File: src/shared/ectm_pkg.sv
package ectm_pkg;

  // ----------------------------------------------------------------
  // timing
  // ----------------------------------------------------------------
  localparam int CLK_NS       = 25;
  localparam int US_NS        = 1000;
  localparam int TICKS_PER_US = US_NS / CLK_NS;
  localparam int PRE_W        = 6;
  localparam logic [PRE_W-1:0] PRE_LAST = PRE_W'(TICKS_PER_US - 1);

  // ----------------------------------------------------------------
  // widths and reset values
  // ----------------------------------------------------------------
  localparam int ADDR_W = 8;
  localparam int DLY_W  = 27;
  localparam int DB_W   = 20;
  localparam int CS_W   = 2;
  localparam logic [31:0]      LIMIT_RST = 32'hFFFFFFFF;
  localparam logic [31:0]      LIMIT_MIN = 32'h1;
  localparam logic [DLY_W-1:0] LEN_MIN   = 27'h1;
  localparam logic [DB_W-1:0]  DB_MAX    = 20'hF4240;

  // ----------------------------------------------------------------
  // register offsets
  // ----------------------------------------------------------------
  localparam logic [ADDR_W-1:0] A_COUNT_CFG = 8'h00;
  localparam logic [ADDR_W-1:0] A_CMD       = 8'h04;
  localparam logic [ADDR_W-1:0] A_NOW       = 8'h08;
  localparam logic [ADDR_W-1:0] A_CAPT      = 8'h0C;
  localparam logic [ADDR_W-1:0] A_LIMIT     = 8'h10;
  localparam logic [ADDR_W-1:0] A_STATE     = 8'h14;
  localparam logic [ADDR_W-1:0] A_PULSE_CFG = 8'h18;
  localparam logic [ADDR_W-1:0] A_DELAY     = 8'h1C;
  localparam logic [ADDR_W-1:0] A_LENGTH    = 8'h20;
  localparam logic [ADDR_W-1:0] A_DEBOUNCE  = 8'h24;

  localparam logic [1:0] HT_NONSEQ = 2'h2;
  localparam logic [1:0] HT_SEQ    = 2'h3;

  // ----------------------------------------------------------------
  // source codes: one set, each selector accepts a subset
  // ----------------------------------------------------------------
  localparam logic [2:0] SRC_OFF = 3'h0;
  localparam logic [2:0] SRC_FRAME = 3'h1;
  localparam logic [2:0] SRC_ROW = 3'h2;
  localparam logic [2:0] SRC_EXPO = 3'h3;
  localparam logic [2:0] SRC_ACQ = 3'h4;
  localparam logic [2:0] SRC_LINK = 3'h5;
  localparam logic [2:0] SRC_EXT = 3'h6;
  localparam logic [2:0] SRC_CSTART = 3'h7;
  localparam logic [7:0] EV_MASK  = 8'h6E;
  localparam logic [7:0] CLR_MASK = 8'h5A;
  localparam logic [7:0] ST_MASK  = 8'h5A;
  localparam logic [7:0] TMR_MASK = 8'hCA;

  localparam logic [2:0] COND_RISE = 3'h0;
  localparam logic [2:0] COND_FALL = 3'h1;
  localparam logic [2:0] COND_ANY  = 3'h2;
  localparam logic [2:0] COND_HIGH = 3'h3;
  localparam logic [2:0] COND_LOW  = 3'h4;

  localparam logic [CS_W-1:0] CS_IDLE = 2'h0;

  // ----------------------------------------------------------------
  // field layouts
  // ----------------------------------------------------------------
  typedef struct packed {
    logic [14:0] rsv;
    logic        inst;
    logic [2:0]  start_cond;
    logic [2:0]  start_src;
    logic [2:0]  clr_cond;
    logic [2:0]  clr_src;
    logic        edge_fall;
    logic [2:0]  ev_src;
  } ectm_count_cfg_type;

  typedef struct packed {
    logic [24:0] rsv;
    logic        line_timer;
    logic [2:0]  cond;
    logic [2:0]  src;
  } ectm_pulse_cfg_type;

  typedef struct packed {
    logic [29:0] rsv;
    logic        timer_restart;
    logic        count_clear;
  } ectm_cmd_type;

  typedef enum logic [CS_W-1:0] {C_IDLE, C_RUN, C_DONE} ectm_cstate_type;
  typedef enum logic [1:0] {T_IDLE, T_DELAY, T_PULSE} ectm_tstate_type;

endpackage

File: src/rtl/ectm_top.sv
// Function
// - only the first counter instance accepts configuration.
// - counted source is off, frame, row, exposure, link trigger or external.
// - count on rising or falling edge as selected.
// - clear source is off, frame, exposure, acquisition or external.
// - edge clear modes clear on rising, falling or either edge.
// - level clear modes hold the count cleared while high or low.
// - software clear zeroes the counter and resumes counting at once.
// - present count is readable at any time.
// - every clear after a cycle without clear captures the prior count into a readable field.
// - limit 1 to 4294967295 events ends counting.
// - counter state is readable.
// - start source is off, frame, exposure, acquisition or external.
// - edge start modes start on rising, falling or either edge.
// - level start modes hold the counter cleared while high or low.
// - edge-mode pulse lasts 1 to 134,217,727 microseconds.
// - output becomes active after 0 to 134,217,727 microseconds delay.
// - timer restart returns the timer to idle, ready again.
// - timer trigger is off, exposure, frame, external or counter start.
// - edge modes trigger the timer on rising or falling edge.
// - level modes keep output only while trigger level holds.
// - timer detects trigger, counts delay, then drives output.
// - output line follows the timer when timer source selected.
// - external trigger pulses shorter than debounce time are ignored.
//
// Local design decisions: the register offsets and the AHB-Lite register port.
`timescale 1ns/1ps
`default_nettype none
module ectm_top
  import ectm_pkg::*;
(
  input  wire logic        hclk,
  input  wire logic        hresetn,
  input  wire logic        hsel,
  input  wire logic [31:0] haddr,
  input  wire logic [1:0]  htrans,
  input  wire logic        hwrite,
  input  wire logic [2:0]  hsize,
  input  wire logic [31:0] hwdata,
  input  wire logic        hready,
  output var  logic [31:0] hrdata,
  output var  logic        hreadyout,
  output var  logic        hresp,
  input  wire logic        frame_readout_window,
  input  wire logic        row_time_window,
  input  wire logic        exposure_window,
  input  wire logic        acquisition_window,
  input  wire logic        host_link_trigger,
  input  wire logic        external_trigger_input,
  output var  logic        count_start_event,
  output var  logic        pulse_timer_output,
  output var  logic        output_line_drive
);
  import ectm_pkg::*;

  typedef struct packed {
    ectm_count_cfg_type ccfg;
    ectm_pulse_cfg_type pcfg;
    logic [31:0]        limit;
    logic [DLY_W-1:0]   delay;
    logic [DLY_W-1:0]   length;
    logic [DB_W-1:0]    dbt;
    ectm_cstate_type    cst;
    logic [31:0]        count;
    logic [31:0]        capt;
    logic               clr_held;
    logic               ev_p;
    logic               clr_p;
    logic               st_p;
    logic               tr_p;
    ectm_tstate_type    tst;
    logic [PRE_W-1:0]   pre;
    logic [DLY_W-1:0]   tcnt;
    logic               cstart_ev;
    logic               tout;
    logic               line;
    logic               dph_wr;
    logic               dph_rd;
    logic [ADDR_W-1:0]  dph_a;
    logic               hready;
    logic [31:0]        rdata;
    logic               resp;
  } ectm_state_type;

  localparam ectm_state_type ST_RESET = '{
    limit:   LIMIT_RST,
    length:  LEN_MIN,
    hready:  1'b1,
    cst:     C_IDLE,
    tst:     T_IDLE,
    default: '0
  };

  ectm_state_type     st, n;
  logic               ext_f;
  logic [7:0]         srcs;
  logic               evs, clrs, sts, trs;
  logic               clr_on, start_on, tr_on, tr_lvl;
  logic               ev_hit, clr_hw, start_lvl_clr, start_edge, tr_hit;
  logic               sw_clr, restart, clr_any, acc, tick;
  logic [31:0]        inc;
  logic [DLY_W-1:0]   tinc;
  logic [31:0]        rd;
  logic [CS_W-1:0]    cs_rd;
  ectm_count_cfg_type wcfg;
  ectm_pulse_cfg_type wpcfg;
  ectm_cmd_type       wcmd;

  // ----------------------------------------------------------------
  // helpers
  // ----------------------------------------------------------------
  function automatic logic edge_hit(input logic [2:0] cond, input logic cur,
                                    input logic prev);
    logic r;
    r = 1'b0;
    case (cond)
      COND_RISE: r = cur & ~prev;
      COND_FALL: r = ~cur & prev;
      COND_ANY:  r = cur ^ prev;
      COND_HIGH: r = cur;
      COND_LOW:  r = ~cur;
      default:   r = 1'b0;
    endcase
    return r;
  endfunction

  function automatic logic is_level(input logic [2:0] cond);
    return (cond == COND_HIGH) || (cond == COND_LOW);
  endfunction

  // ----------------------------------------------------------------
  // external trigger conditioning
  // ----------------------------------------------------------------
  ectm_debounce u_debounce (
    .hclk        (hclk),
    .hresetn     (hresetn),
    .pin_in      (external_trigger_input),
    .debounce_us (st.dbt),
    .level_out   (ext_f)
  );

  // ----------------------------------------------------------------
  // next state
  // ----------------------------------------------------------------
  always_comb begin
    n = st;
    wcfg = ectm_count_cfg_type'(hwdata);
    wpcfg = ectm_pulse_cfg_type'(hwdata);
    wcmd = ectm_cmd_type'(hwdata);
    srcs = {st.cstart_ev, ext_f, host_link_trigger, acquisition_window,
            exposure_window, row_time_window, frame_readout_window, 1'b0};

    // source selection; codes outside a selector's subset act as off
    evs = EV_MASK[st.ccfg.ev_src] & srcs[st.ccfg.ev_src];
    clr_on = CLR_MASK[st.ccfg.clr_src];
    clrs = srcs[st.ccfg.clr_src];
    start_on = ST_MASK[st.ccfg.start_src];
    sts = srcs[st.ccfg.start_src];
    tr_on = TMR_MASK[st.pcfg.src];
    trs = srcs[st.pcfg.src];
    tr_lvl = is_level(st.pcfg.cond);
    n.ev_p = evs;
    n.clr_p = clrs;
    n.st_p = sts;
    n.tr_p = trs;

    ev_hit = EV_MASK[st.ccfg.ev_src] & (evs ^ st.ev_p) & (evs ^ st.ccfg.edge_fall);
    clr_hw = clr_on & edge_hit(st.ccfg.clr_cond, clrs, st.clr_p);
    start_lvl_clr = start_on & is_level(st.ccfg.start_cond)
                    & edge_hit(st.ccfg.start_cond, sts, st.st_p);
    start_edge = start_on & ~is_level(st.ccfg.start_cond)
                 & edge_hit(st.ccfg.start_cond, sts, st.st_p);
    tr_hit = tr_on & edge_hit(st.pcfg.cond, trs, st.tr_p);

    // bus data phase
    acc = hsel & hready & (htrans inside {HT_NONSEQ, HT_SEQ});
    sw_clr = st.dph_wr & (st.dph_a == A_CMD) & wcmd.count_clear;
    restart = st.dph_wr & (st.dph_a == A_CMD) & wcmd.timer_restart;
    if (st.dph_wr) begin
      case (st.dph_a)
        A_COUNT_CFG: begin
          // a write naming a missing instance is dropped whole
          if (!wcfg.inst) begin
            n.ccfg = wcfg;
            n.ccfg.rsv = '0;
          end
        end
        A_LIMIT: n.limit = (hwdata == '0) ? LIMIT_MIN : hwdata;
        A_PULSE_CFG: begin
          n.pcfg = wpcfg;
          n.pcfg.rsv = '0;
        end
        A_DELAY: n.delay = hwdata[DLY_W-1:0];
        A_LENGTH: begin
          n.length = (hwdata[DLY_W-1:0] == '0) ? LEN_MIN : hwdata[DLY_W-1:0];
        end
        A_DEBOUNCE: n.dbt = (hwdata > 32'(DB_MAX)) ? DB_MAX : hwdata[DB_W-1:0];
        default: ;
      endcase
    end

    // counter
    clr_any = sw_clr | clr_hw | start_lvl_clr;
    inc = st.count + 32'h1;
    n.cstart_ev = 1'b0;
    n.clr_held = clr_any;
    if (clr_any) begin
      // a held level clears every cycle; only its first cycle captures
      if (!st.clr_held) begin
        n.capt = st.count;
      end
      n.count = '0;
      if (sw_clr || !start_on || is_level(st.ccfg.start_cond)) begin
        n.cst = C_RUN;
      end else begin
        n.cst = C_IDLE;
      end
    end else begin
      case (st.cst)
        C_IDLE: begin
          if (!start_on || is_level(st.ccfg.start_cond) || start_edge) begin
            n.cst = C_RUN;
          end
        end
        C_RUN: begin
          if (st.count >= st.limit) begin
            n.cst = C_DONE;
          end else if (ev_hit) begin
            n.count = inc;
            if (inc >= st.limit) begin
              n.cst = C_DONE;
            end
          end
        end
        C_DONE: n.cst = C_DONE;
        default: n.cst = C_IDLE;
      endcase
    end
    n.cstart_ev = (n.cst == C_RUN) & (st.cst != C_RUN);

    // timer; prescaler restarts at the trigger so delays are exact
    tick = (st.pre == PRE_LAST);
    n.pre = tick ? '0 : st.pre + 6'h1;
    tinc = st.tcnt + 27'h1;
    case (st.tst)
      T_IDLE: begin
        if (tr_hit) begin
          n.pre = '0;
          n.tcnt = '0;
          n.tst = (st.delay == '0) ? T_PULSE : T_DELAY;
        end
      end
      T_DELAY: begin
        if (tr_lvl && !tr_hit) begin
          n.tst = T_IDLE;
        end else if (tick) begin
          n.tcnt = tinc;
          if (tinc >= st.delay) begin
            n.tcnt = '0;
            n.tst = T_PULSE;
          end
        end
      end
      T_PULSE: begin
        if (tr_lvl) begin
          if (!tr_hit) begin
            n.tst = T_IDLE;
          end
        end else if (tick) begin
          n.tcnt = tinc;
          if (tinc >= st.length) begin
            n.tst = T_IDLE;
          end
        end
      end
      default: n.tst = T_IDLE;
    endcase
    if (restart || !tr_on) begin
      n.tst = T_IDLE;
      n.tcnt = '0;
      n.pre = '0;
    end
    n.tout = (n.tst == T_PULSE);
    n.line = n.tout & n.pcfg.line_timer;

    // register read: one wait state so a write just before is seen
    cs_rd = (st.ccfg.ev_src == SRC_OFF) ? CS_IDLE : st.cst;
    rd = '0;
    case (st.dph_a)
      A_COUNT_CFG: rd = st.ccfg;
      A_NOW:       rd = st.count;
      A_CAPT:      rd = st.capt;
      A_LIMIT:     rd = st.limit;
      A_STATE:     rd[CS_W-1:0] = cs_rd;
      A_PULSE_CFG: rd = st.pcfg;
      A_DELAY:     rd[DLY_W-1:0] = st.delay;
      A_LENGTH:    rd[DLY_W-1:0] = st.length;
      A_DEBOUNCE:  rd[DB_W-1:0] = st.dbt;
      default:     rd = '0;
    endcase
    if (st.dph_rd) begin
      n.rdata = rd;
    end
    n.dph_wr = acc & hwrite;
    n.dph_rd = acc & ~hwrite;
    if (acc) begin
      n.dph_a = haddr[ADDR_W-1:0];
    end
    n.hready = ~(acc & ~hwrite);
    n.resp = 1'b0;
  end

  always_ff @(posedge hclk or negedge hresetn) begin
    if (!hresetn) begin
      st <= ST_RESET;
    end else begin
      st <= n;
    end
  end

  assign hrdata = st.rdata;
  assign hreadyout = st.hready;
  assign hresp = st.resp;
  assign count_start_event = st.cstart_ev;
  assign pulse_timer_output = st.tout;
  assign output_line_drive = st.line;

  // ----------------------------------------------------------------
  // checks
  // ----------------------------------------------------------------
  AST_CNT_STEP: assert property (@(posedge hclk) disable iff (!hresetn)
    (st.cst == C_RUN && ev_hit && !clr_any && st.count < st.limit)
      |=> (st.count == $past(st.count) + 32'h1))
    else $error("counter did not step by one");

  AST_CNT_HOLD: assert property (@(posedge hclk) disable iff (!hresetn)
    (st.cst == C_DONE && !clr_any) |=> ($stable(st.count) && st.cst == C_DONE))
    else $error("counter moved after reaching its limit");

  AST_CAPTURE: assert property (@(posedge hclk) disable iff (!hresetn)
    (clr_any && !st.clr_held) |=> (st.capt == $past(st.count) && st.count == '0))
    else $error("clear did not capture the prior count");

  AST_SW_RESUME: assert property (@(posedge hclk) disable iff (!hresetn)
    sw_clr |=> (st.cst == C_RUN && st.count == '0))
    else $error("software clear did not resume counting");

  AST_LVL_CLR: assert property (@(posedge hclk) disable iff (!hresetn)
    (clr_on && st.ccfg.clr_cond == COND_HIGH && clrs)[*2] |=> (st.count == '0))
    else $error("count not held cleared by level");

  AST_OFF_HALT: assert property (@(posedge hclk) disable iff (!hresetn)
    (st.ccfg.ev_src == SRC_OFF && !clr_any) |=> $stable(st.count))
    else $error("counter advanced with source off");

  AST_ZERO_DLY: assert property (@(posedge hclk) disable iff (!hresetn)
    (st.tst == T_IDLE && tr_hit && st.delay == '0 && !restart) |=> pulse_timer_output)
    else $error("zero delay did not start the pulse at once");

  AST_LVL_DROP: assert property (@(posedge hclk) disable iff (!hresetn)
    (st.tst == T_PULSE && tr_lvl && !tr_hit) |=> !pulse_timer_output)
    else $error("timer output outlived its trigger level");

  AST_RESTART: assert property (@(posedge hclk) disable iff (!hresetn)
    restart |=> (st.tst == T_IDLE && !pulse_timer_output))
    else $error("timer restart did not return to idle");

  AST_LINE: assert property (@(posedge hclk) disable iff (!hresetn)
    output_line_drive |-> (pulse_timer_output && st.pcfg.line_timer))
    else $error("output line driven without the timer");

  AST_RD_WAIT: assert property (@(posedge hclk) disable iff (!hresetn)
    (acc && !hwrite) |=> !hreadyout ##1 hreadyout)
    else $error("read did not take exactly one wait state");

  COV_DONE: cover property (@(posedge hclk) disable iff (!hresetn)
    st.cst == C_RUN ##1 st.cst == C_DONE);
  COV_PULSE: cover property (@(posedge hclk) disable iff (!hresetn)
    st.tst == T_DELAY ##1 st.tst == T_PULSE);
  COV_CAPT: cover property (@(posedge hclk) disable iff (!hresetn)
    clr_any && st.count != '0);

endmodule
`default_nettype wire

File: src/rtl/ectm_debounce.sv
`timescale 1ns/1ps
`default_nettype none
module ectm_debounce
  import ectm_pkg::*;
(
  input  wire logic                      hclk,
  input  wire logic                      hresetn,
  input  wire logic                      pin_in,
  input  wire logic [ectm_pkg::DB_W-1:0] debounce_us,
  output var  logic                      level_out
);
  import ectm_pkg::*;

  typedef struct packed {
    logic             s1;
    logic             s2;
    logic             stable;
    logic [PRE_W-1:0] pre;
    logic [DB_W-1:0]  cnt;
  } ectm_db_type;

  ectm_db_type st, n;

  // ----------------------------------------------------------------
  // filter
  // ----------------------------------------------------------------
  always_comb begin
    n = st;
    n.s1 = pin_in;
    n.s2 = st.s1;
    // time restarts at every bounce, so a glitch never accumulates
    if (st.s2 == st.stable) begin
      n.cnt = '0;
      n.pre = '0;
    end else if (st.cnt >= debounce_us) begin
      n.stable = st.s2;
      n.cnt = '0;
      n.pre = '0;
    end else if (st.pre == PRE_LAST) begin
      n.pre = '0;
      n.cnt = st.cnt + 20'h1;
    end else begin
      n.pre = st.pre + 6'h1;
    end
  end

  always_ff @(posedge hclk or negedge hresetn) begin
    if (!hresetn) begin
      st <= '0;
    end else begin
      st <= n;
    end
  end

  assign level_out = st.stable;

  // ----------------------------------------------------------------
  // checks
  // ----------------------------------------------------------------
  AST_DB_FILTER: assert property (@(posedge hclk) disable iff (!hresetn)
    (st.stable != $past(st.stable)) |-> ($past(st.cnt) >= $past(debounce_us)))
    else $error("debounced level changed before the hold time");

endmodule
`default_nettype wire

File: config.mk
export PLATFORM = sky130hd
export DESIGN_NAME = ectm_top
export DESIGN_NICKNAME = d
export VERILOG_FILES = /design/src/shared/ectm_pkg.sv /design/src/rtl/ectm_top.sv /design/src/rtl/ectm_debounce.sv
export SDC_FILE = /design/constraint.sdc
export NUM_CORES = 1
export LEC_CHECK = 0
export ABC_CLOCK_PERIOD_IN_PS = 3900
export BUFFER_PORTS_ARGS = -buffer_cell sky130_fd_sc_hd__buf_2
export CAP_MARGIN = 20
export CORE_ASPECT_RATIO = 0.7
export CORE_MARGIN = 2
export CORE_UTILIZATION = 40
export DETAILED_ROUTE_END_ITERATION = 8
export GPL_TIMING_DRIVEN = 1
export PLACE_DENSITY = 0.54
export SYNTH_ARGS = -nofsm -noshare
export SYNTH_HDL_FRONTEND = slang
export SYNTH_SLANG_ARGS = --single-unit
File: constraint.sdc
create_clock -name hclk -period 3.9 [get_ports hclk]
set_input_delay 0.195 -clock hclk [delete_from_list [all_inputs] [get_ports hclk]]
set_output_delay 0.195 -clock hclk [all_outputs]
set_load 0.01 [all_outputs]
After elaboration in Yosys (flattened, before gate mapping):

Memory sizes are Yosys's and may differ from the RTL's.
Cells that the tools add are included.

* eq/ne operators: 39
* $lt $le $gt $ge: 10
* reduce and logical (&&, ||, !) cells: 36
* multiplexer cells: 61
* bitwise operators: 43
* $add $sub $neg: 5

Operators by type and width (count)
* $mux 27: 8
* $pmux 18 s8: 1
* $mux 32: 4
* $mux 113: 1
* $pmux 27 s3: 1
* $mux 35: 2
* $mux 34: 2
* $ge 32x32->1: 2
* $mux 20: 3
* $ge 27x27->1: 2
* $logic_not 27->1: 2
* $mux 26: 2
* $pmux 7 s5: 1
* $add 32x1->32 const B: 1
* $eq 8x5->1 const B: 4
* $gt 32x20->1 const B: 1
* $logic_not 32->1: 1
* $add 27x1->27 const B: 1
* $and 1x1->1: 24
* $mux 2: 12
* $add 20x1->20 const B: 1
* $ge 20x20->1: 1
* $eq 3x2->1 const B: 6
* $mux 6: 3
* 36 further kinds: 108

* input bits: 80
* flip-flop bits (word level): 310
* memories: 4
* word-level logic and storage cells: 235
* memory bits (read-only): 32
* output and inout bits: 37

Memory list
* (no name shown): words 8, bits a word 1, read ports 1, clocked after memory_dff 0, write ports 0, line ectm_top.sv:167 `ev_hit = EV_MASK[st.ccfg.ev_src] & (evs ^ st.ev_p) & (evs ^ st.ccfg.edge_fall);`
* (no name shown): words 8, bits a word 1, read ports 1, clocked after memory_dff 0, write ports 0, line ectm_top.sv:159 `tr_on = TMR_MASK[st.pcfg.src];`
* (no name shown): words 8, bits a word 1, read ports 1, clocked after memory_dff 0, write ports 0, line ectm_top.sv:157 `start_on = ST_MASK[st.ccfg.start_src];`
* (no name shown): words 8, bits a word 1, read ports 1, clocked after memory_dff 0, write ports 0, line ectm_top.sv:155 `clr_on = CLR_MASK[st.ccfg.clr_src];`

Logic depth before layout (Yosys ltp):

* word-level depth: 13
* mapped depth: 17

Modules after synthesis:

From an unflattened synthesis, not the netlist that was laid out.

* cells, all modules: 1861
* area, all modules: 18909.4 um^2

By module, submodules not included
* ectm_top: instances 1, cells each 1659, area each 17053.9 um^2, seq. area each 7074.3 um^2
* ectm_debounce: instances 1, cells each 202, area each 1855.5 um^2, seq. area each 725.7 um^2

Worst setup path before layout:

No wires, ideal clock.

* path kind: reg2reg
* from: register st[47] in the netlist's numbering
* to: register st[48] in the netlist's numbering
* required time: 3.834 ns
* cell stages (with the launch flop): 18
* arrival time: 4.200 ns
* buffers on the path: 1
* slack: -0.366 ns
* clock period less this slack: 4.266 ns
* path through: dfrtp_1 -> ha_1 -> and3_1 -> nand3_1 -> or3_1 -> nor2_1 -> and4_1 -> xor2_1 -> ha_1 -> nand4_1 -> nor4_1 -> a222oi_1 -> o211ai_1 -> nor3_1 -> o211ai_1 -> nor2_1 -> clkbuf_1 -> a22o_1

* longest elaborated chain between the ends: 7

RTL lines
* start, declared: line ectm_top.sv:94 `ectm_state_type st, n;`
* start signal, assigned: line ectm_top.sv:317 `st <= n;`
* $add 27x1->27 *: line ectm_top.sv:244 `tinc = st.tcnt + 27'h1;`
* $ge 27x27->1: line ectm_top.sv:258 `if (tinc >= st.delay) begin`
* $mux 27: line ectm_top.sv:258
* $mux 27: line ectm_top.sv:256 `end else if (tick) begin`
* $mux 27: line ectm_top.sv:254 `if (tr_lvl && !tr_hit) begin`
* $pmux 27 s3 *: line ectm_top.sv:245 `case (st.tst)`
* $mux 35 *: line ectm_top.sv:278 `if (restart || !tr_on) begin`

Every way passes the cells marked *; elsewhere a longest branch is shown, timed or not. The select of a mux whose other input is x is not followed.
A chain may end at the register's enable or synchronous reset.

Final worst setup path:

* from: register st[47] in the netlist's numbering
* to: register st[60] in the netlist's numbering

Same word-level chain as after synthesis.

==> impl_metrics.ini <==
[die]
die_y_um = 188
io-pin-count = 117
std_cell_rows = 67
dieWidth_um = 267
core-area_um2 = 47800
start_util_pct = 40.4
die_area_um2 = 50100

[setup_path]
slowest_delay_ps = 410
arrival_ps = 4570
path_max_fanout = 10
crit_slowest_cell = or3_4
worstPathCellList = ha_2, and3_4, nand3_4, or3_4, nor2_4, nand4_1, xnor2_2, ha_1, nand4_1, nor4_2, a222oi_1, o211ai_1, nor3_2, buf_4, o211ai_1, nor2_4, buf_12, a22o_1
end_kind = flop
crit_type = flop to flop
startpoint_type = flop
crit_required_ps = 4310

[grt]
grt_pass1_vias = 16000
grt.total_usage_pct = 24.2
antenna_found_initial = 0
grt_overflow = 0
grt_max_degree = 126
grt_pass1_wl_mm = 94.2

[finish]
area_growth_pct = 19.3
fin_nets = 2322
drive_gt1_share_pct = 27.4
final_area_um2 = 23000
final_common_cell = dfrtp_1
final_cell_mix = dfrtp_1 (275), inv_1 (161), buf_4 (159)
nFillCells = 4465
utilization_pct = 48.2
diodes = 0

[clock_tree]
cts-root-buf = clkbuf_16
cts.sinks = 310
clock_path_buffers = 3
numCtsBuffers = 35
htree_levels = 2
tritoncts = done
path_clk_slew_ps = 60
insertion_delay_ps = 540

[route]
wirelength_mm = 60.4
drc_errors = 0
drt_iter0_drc = 1408
via_count = 15700
avgViaCountPerCell = 5.73
antenna_left = 0
wl_per_cell_um = 22.1
drtPass1Iterations = 7

[power_and_ir_drop]
powerDensity_nw_per_um2 = 353
power.total_mw = 8.13
p_leak_nw = 11.0
ir_worst_vdd_v = 0.000250

[place]
port_buffers = 87
hpwl_mm = 44.7
placed_area_um2 = 21200
place.gp.congestion = 0.853

[logic_synthesis]
synth-edff-count = 0
ys.flop_type = dfrtp_1
synth-seq-cells = 310
ys.warnings.count = 0
syn_area_um2 = 19300
syn_area_per_cell_um2 = 10.2
yosysSeqAreaShare_pct = 40.4
synth-async-reset-ratio_pct = 100
synth_cell_types = 84
syn_nets = 2127
synth_cells = 1893

[status]
outcome = finished with violations
violations = negative setup slack

[sta]
worst_slack_ps = -258
fmax_mhz = 240
worstMarginPinSlew_ps = 1090
hold_violations = 0
setup_viol = 31
slew_violations = 0
maxSlewHeadroom_pct = 27.0
grt_setup_unrepaired = yes
fin_crit_ps = 4160
fin_crit_sh_pct = 107
skew_ps = 21.7

[worst_hold_path]
hold_class = input pin to flop

[flow_run]
maxCapViolCount = 0
==> critical path, delay by kind of cell (launching register included) <==
kind,cells,cell delay [ps]
DFF,1,380
buffers and inverters,2,290
adders and majority gates,2,490
xor gates and xnor gates,1,200
and+or+nand+nor,9,1740
AOI/OAI and AO/OA,4,890
==> synth_stat cells, types with 12 or more instances <==
master	number	area share [%]
o21ai_1	12	0.31
buf_4	36	1.4
mux2_2	118	6.9
nand4_1	30	0.97
clkbuf_1	58	1.1
or4_1	12	0.47
nor2_1	89	1.7
a22oi_1	32	1.2
o21ai_0	43	1.1
dfstp_2	34	4.6
nand3_1	61	1.6
ha_1	154	10
mux2i_1	38	2.0
mux2_4	30	2.3
xnor2_1	51	2.3
a22o_1	31	1.4
and3_1	30	0.97
nand2_1	104	2.0
a21oi_1	86	2.2
nand2b_1	24	0.78
xor2_1	33	1.5
a21o_1	34	1.3
dfrtp_1	276	36
a222oi_1	20	1.0
nor3_1	48	1.2
inv_1	162	3.1
nor4_1	21	0.68
o22ai_1	14	0.45
==> logic make-up (layout without fill, tap and decap cells) <==
| logic type | after synthesis | count (layout) | share of synthesized area [%] |
|---|---|---|---|
| and+or+nand+nor | 479 | 479 | 12.9 |
| AOI/OAI and AO/OA | 385 | 385 | 14.3 |
| DFF | 310 | 310 | 40.4 |
| buffers and inverters | 285 | 507 | 6.66 |
| muxes | 195 | 195 | 11.9 |
| adders and majority gates | 154 | 154 | 9.98 |
| xor gates and xnor gates | 84 | 84 | 3.81 |
| other | 1 | 1 | 0.0194 |
==> per-layer routing <==
metal / vias to the layer above / routed length, um / track usage, %
met5: - / 0 / 0
met4: 0 / 890 / 4.45
met3: 70 / 4470 / 4.70
met2: 530 / 26200 / 36.6
met1: 7844 / 28800 / 35.9
li1: 7239 / - / -
==> path summary, 6_finish.rpt <==
path                                       start                 to  slack, ps  depth (start not counted)
min in group asynchronous                hresetn            st[150]        340                          2
max in group asynchronous                hresetn            st[228]       2430                          3
worst max register to register            st[47]             st[60]       -260                         18
worst min register to register  u_debounce.n[27]  u_debounce.st[27]        360                          0
worst max-delay path                      st[47]             st[60]       -260                         18
worst min-delay path                  hwdata[17]            st[170]         20                          2
==> metrics by stage <==
stage          hold slack [ps]  worst slack (ps)  std cells  setup TNS, ps
2_1_floorplan             -101              15.8       1893              0
3_3_place_gp               307              -556       2637         -10330
3_5_place_dp               309              -695       2637         -13330
4_1_cts                   2.95              -159       2732          -2370
5_1_grt                   3.15              -466       2736         -12710
6_report                  22.1              -258       2736          -6500
==> area by class of cell <==
class	count	area [um^2]	area share [%]
clock buffer	48	1010	4.37
timing repair buffer	279	2030	8.82
multi-input combinational	1298	10600	46.0
clock inverter	16	214	0.929
tap	621	777	3.37
inverter	164	616	2.67
sequential	310	7800	33.9
==> power breakdown <==
part	internal (mW)	switching (mW)	total (mW)
combinational	0.421	0.561	0.982
clock	2.10	1.46	3.55
sequential	3.40	0.193	3.59
total	5.92	2.21	8.13
==> state kept, by name, summed over array words and instances (netlist names) <==
register	cells
st	245
hrdata	32
u_debounce.st	27
count_start_event	1
hreadyout	1
output_line_drive	1
pulse_timer_output	1
u_debounce.level_out	1
u_debounce.n	1
==> repair_timing <==
action                     4_1_cts  5_1_grt
setup endpoints to repair       31       36
hold buffers                    25        0
buffers inserted                 7        4
pin swaps                       11       16
hold endpoints to repair       136        0
cloned                           0        0
gates resized for setup         34       30
No activity file was read; power rests on OpenSTA's default activity.
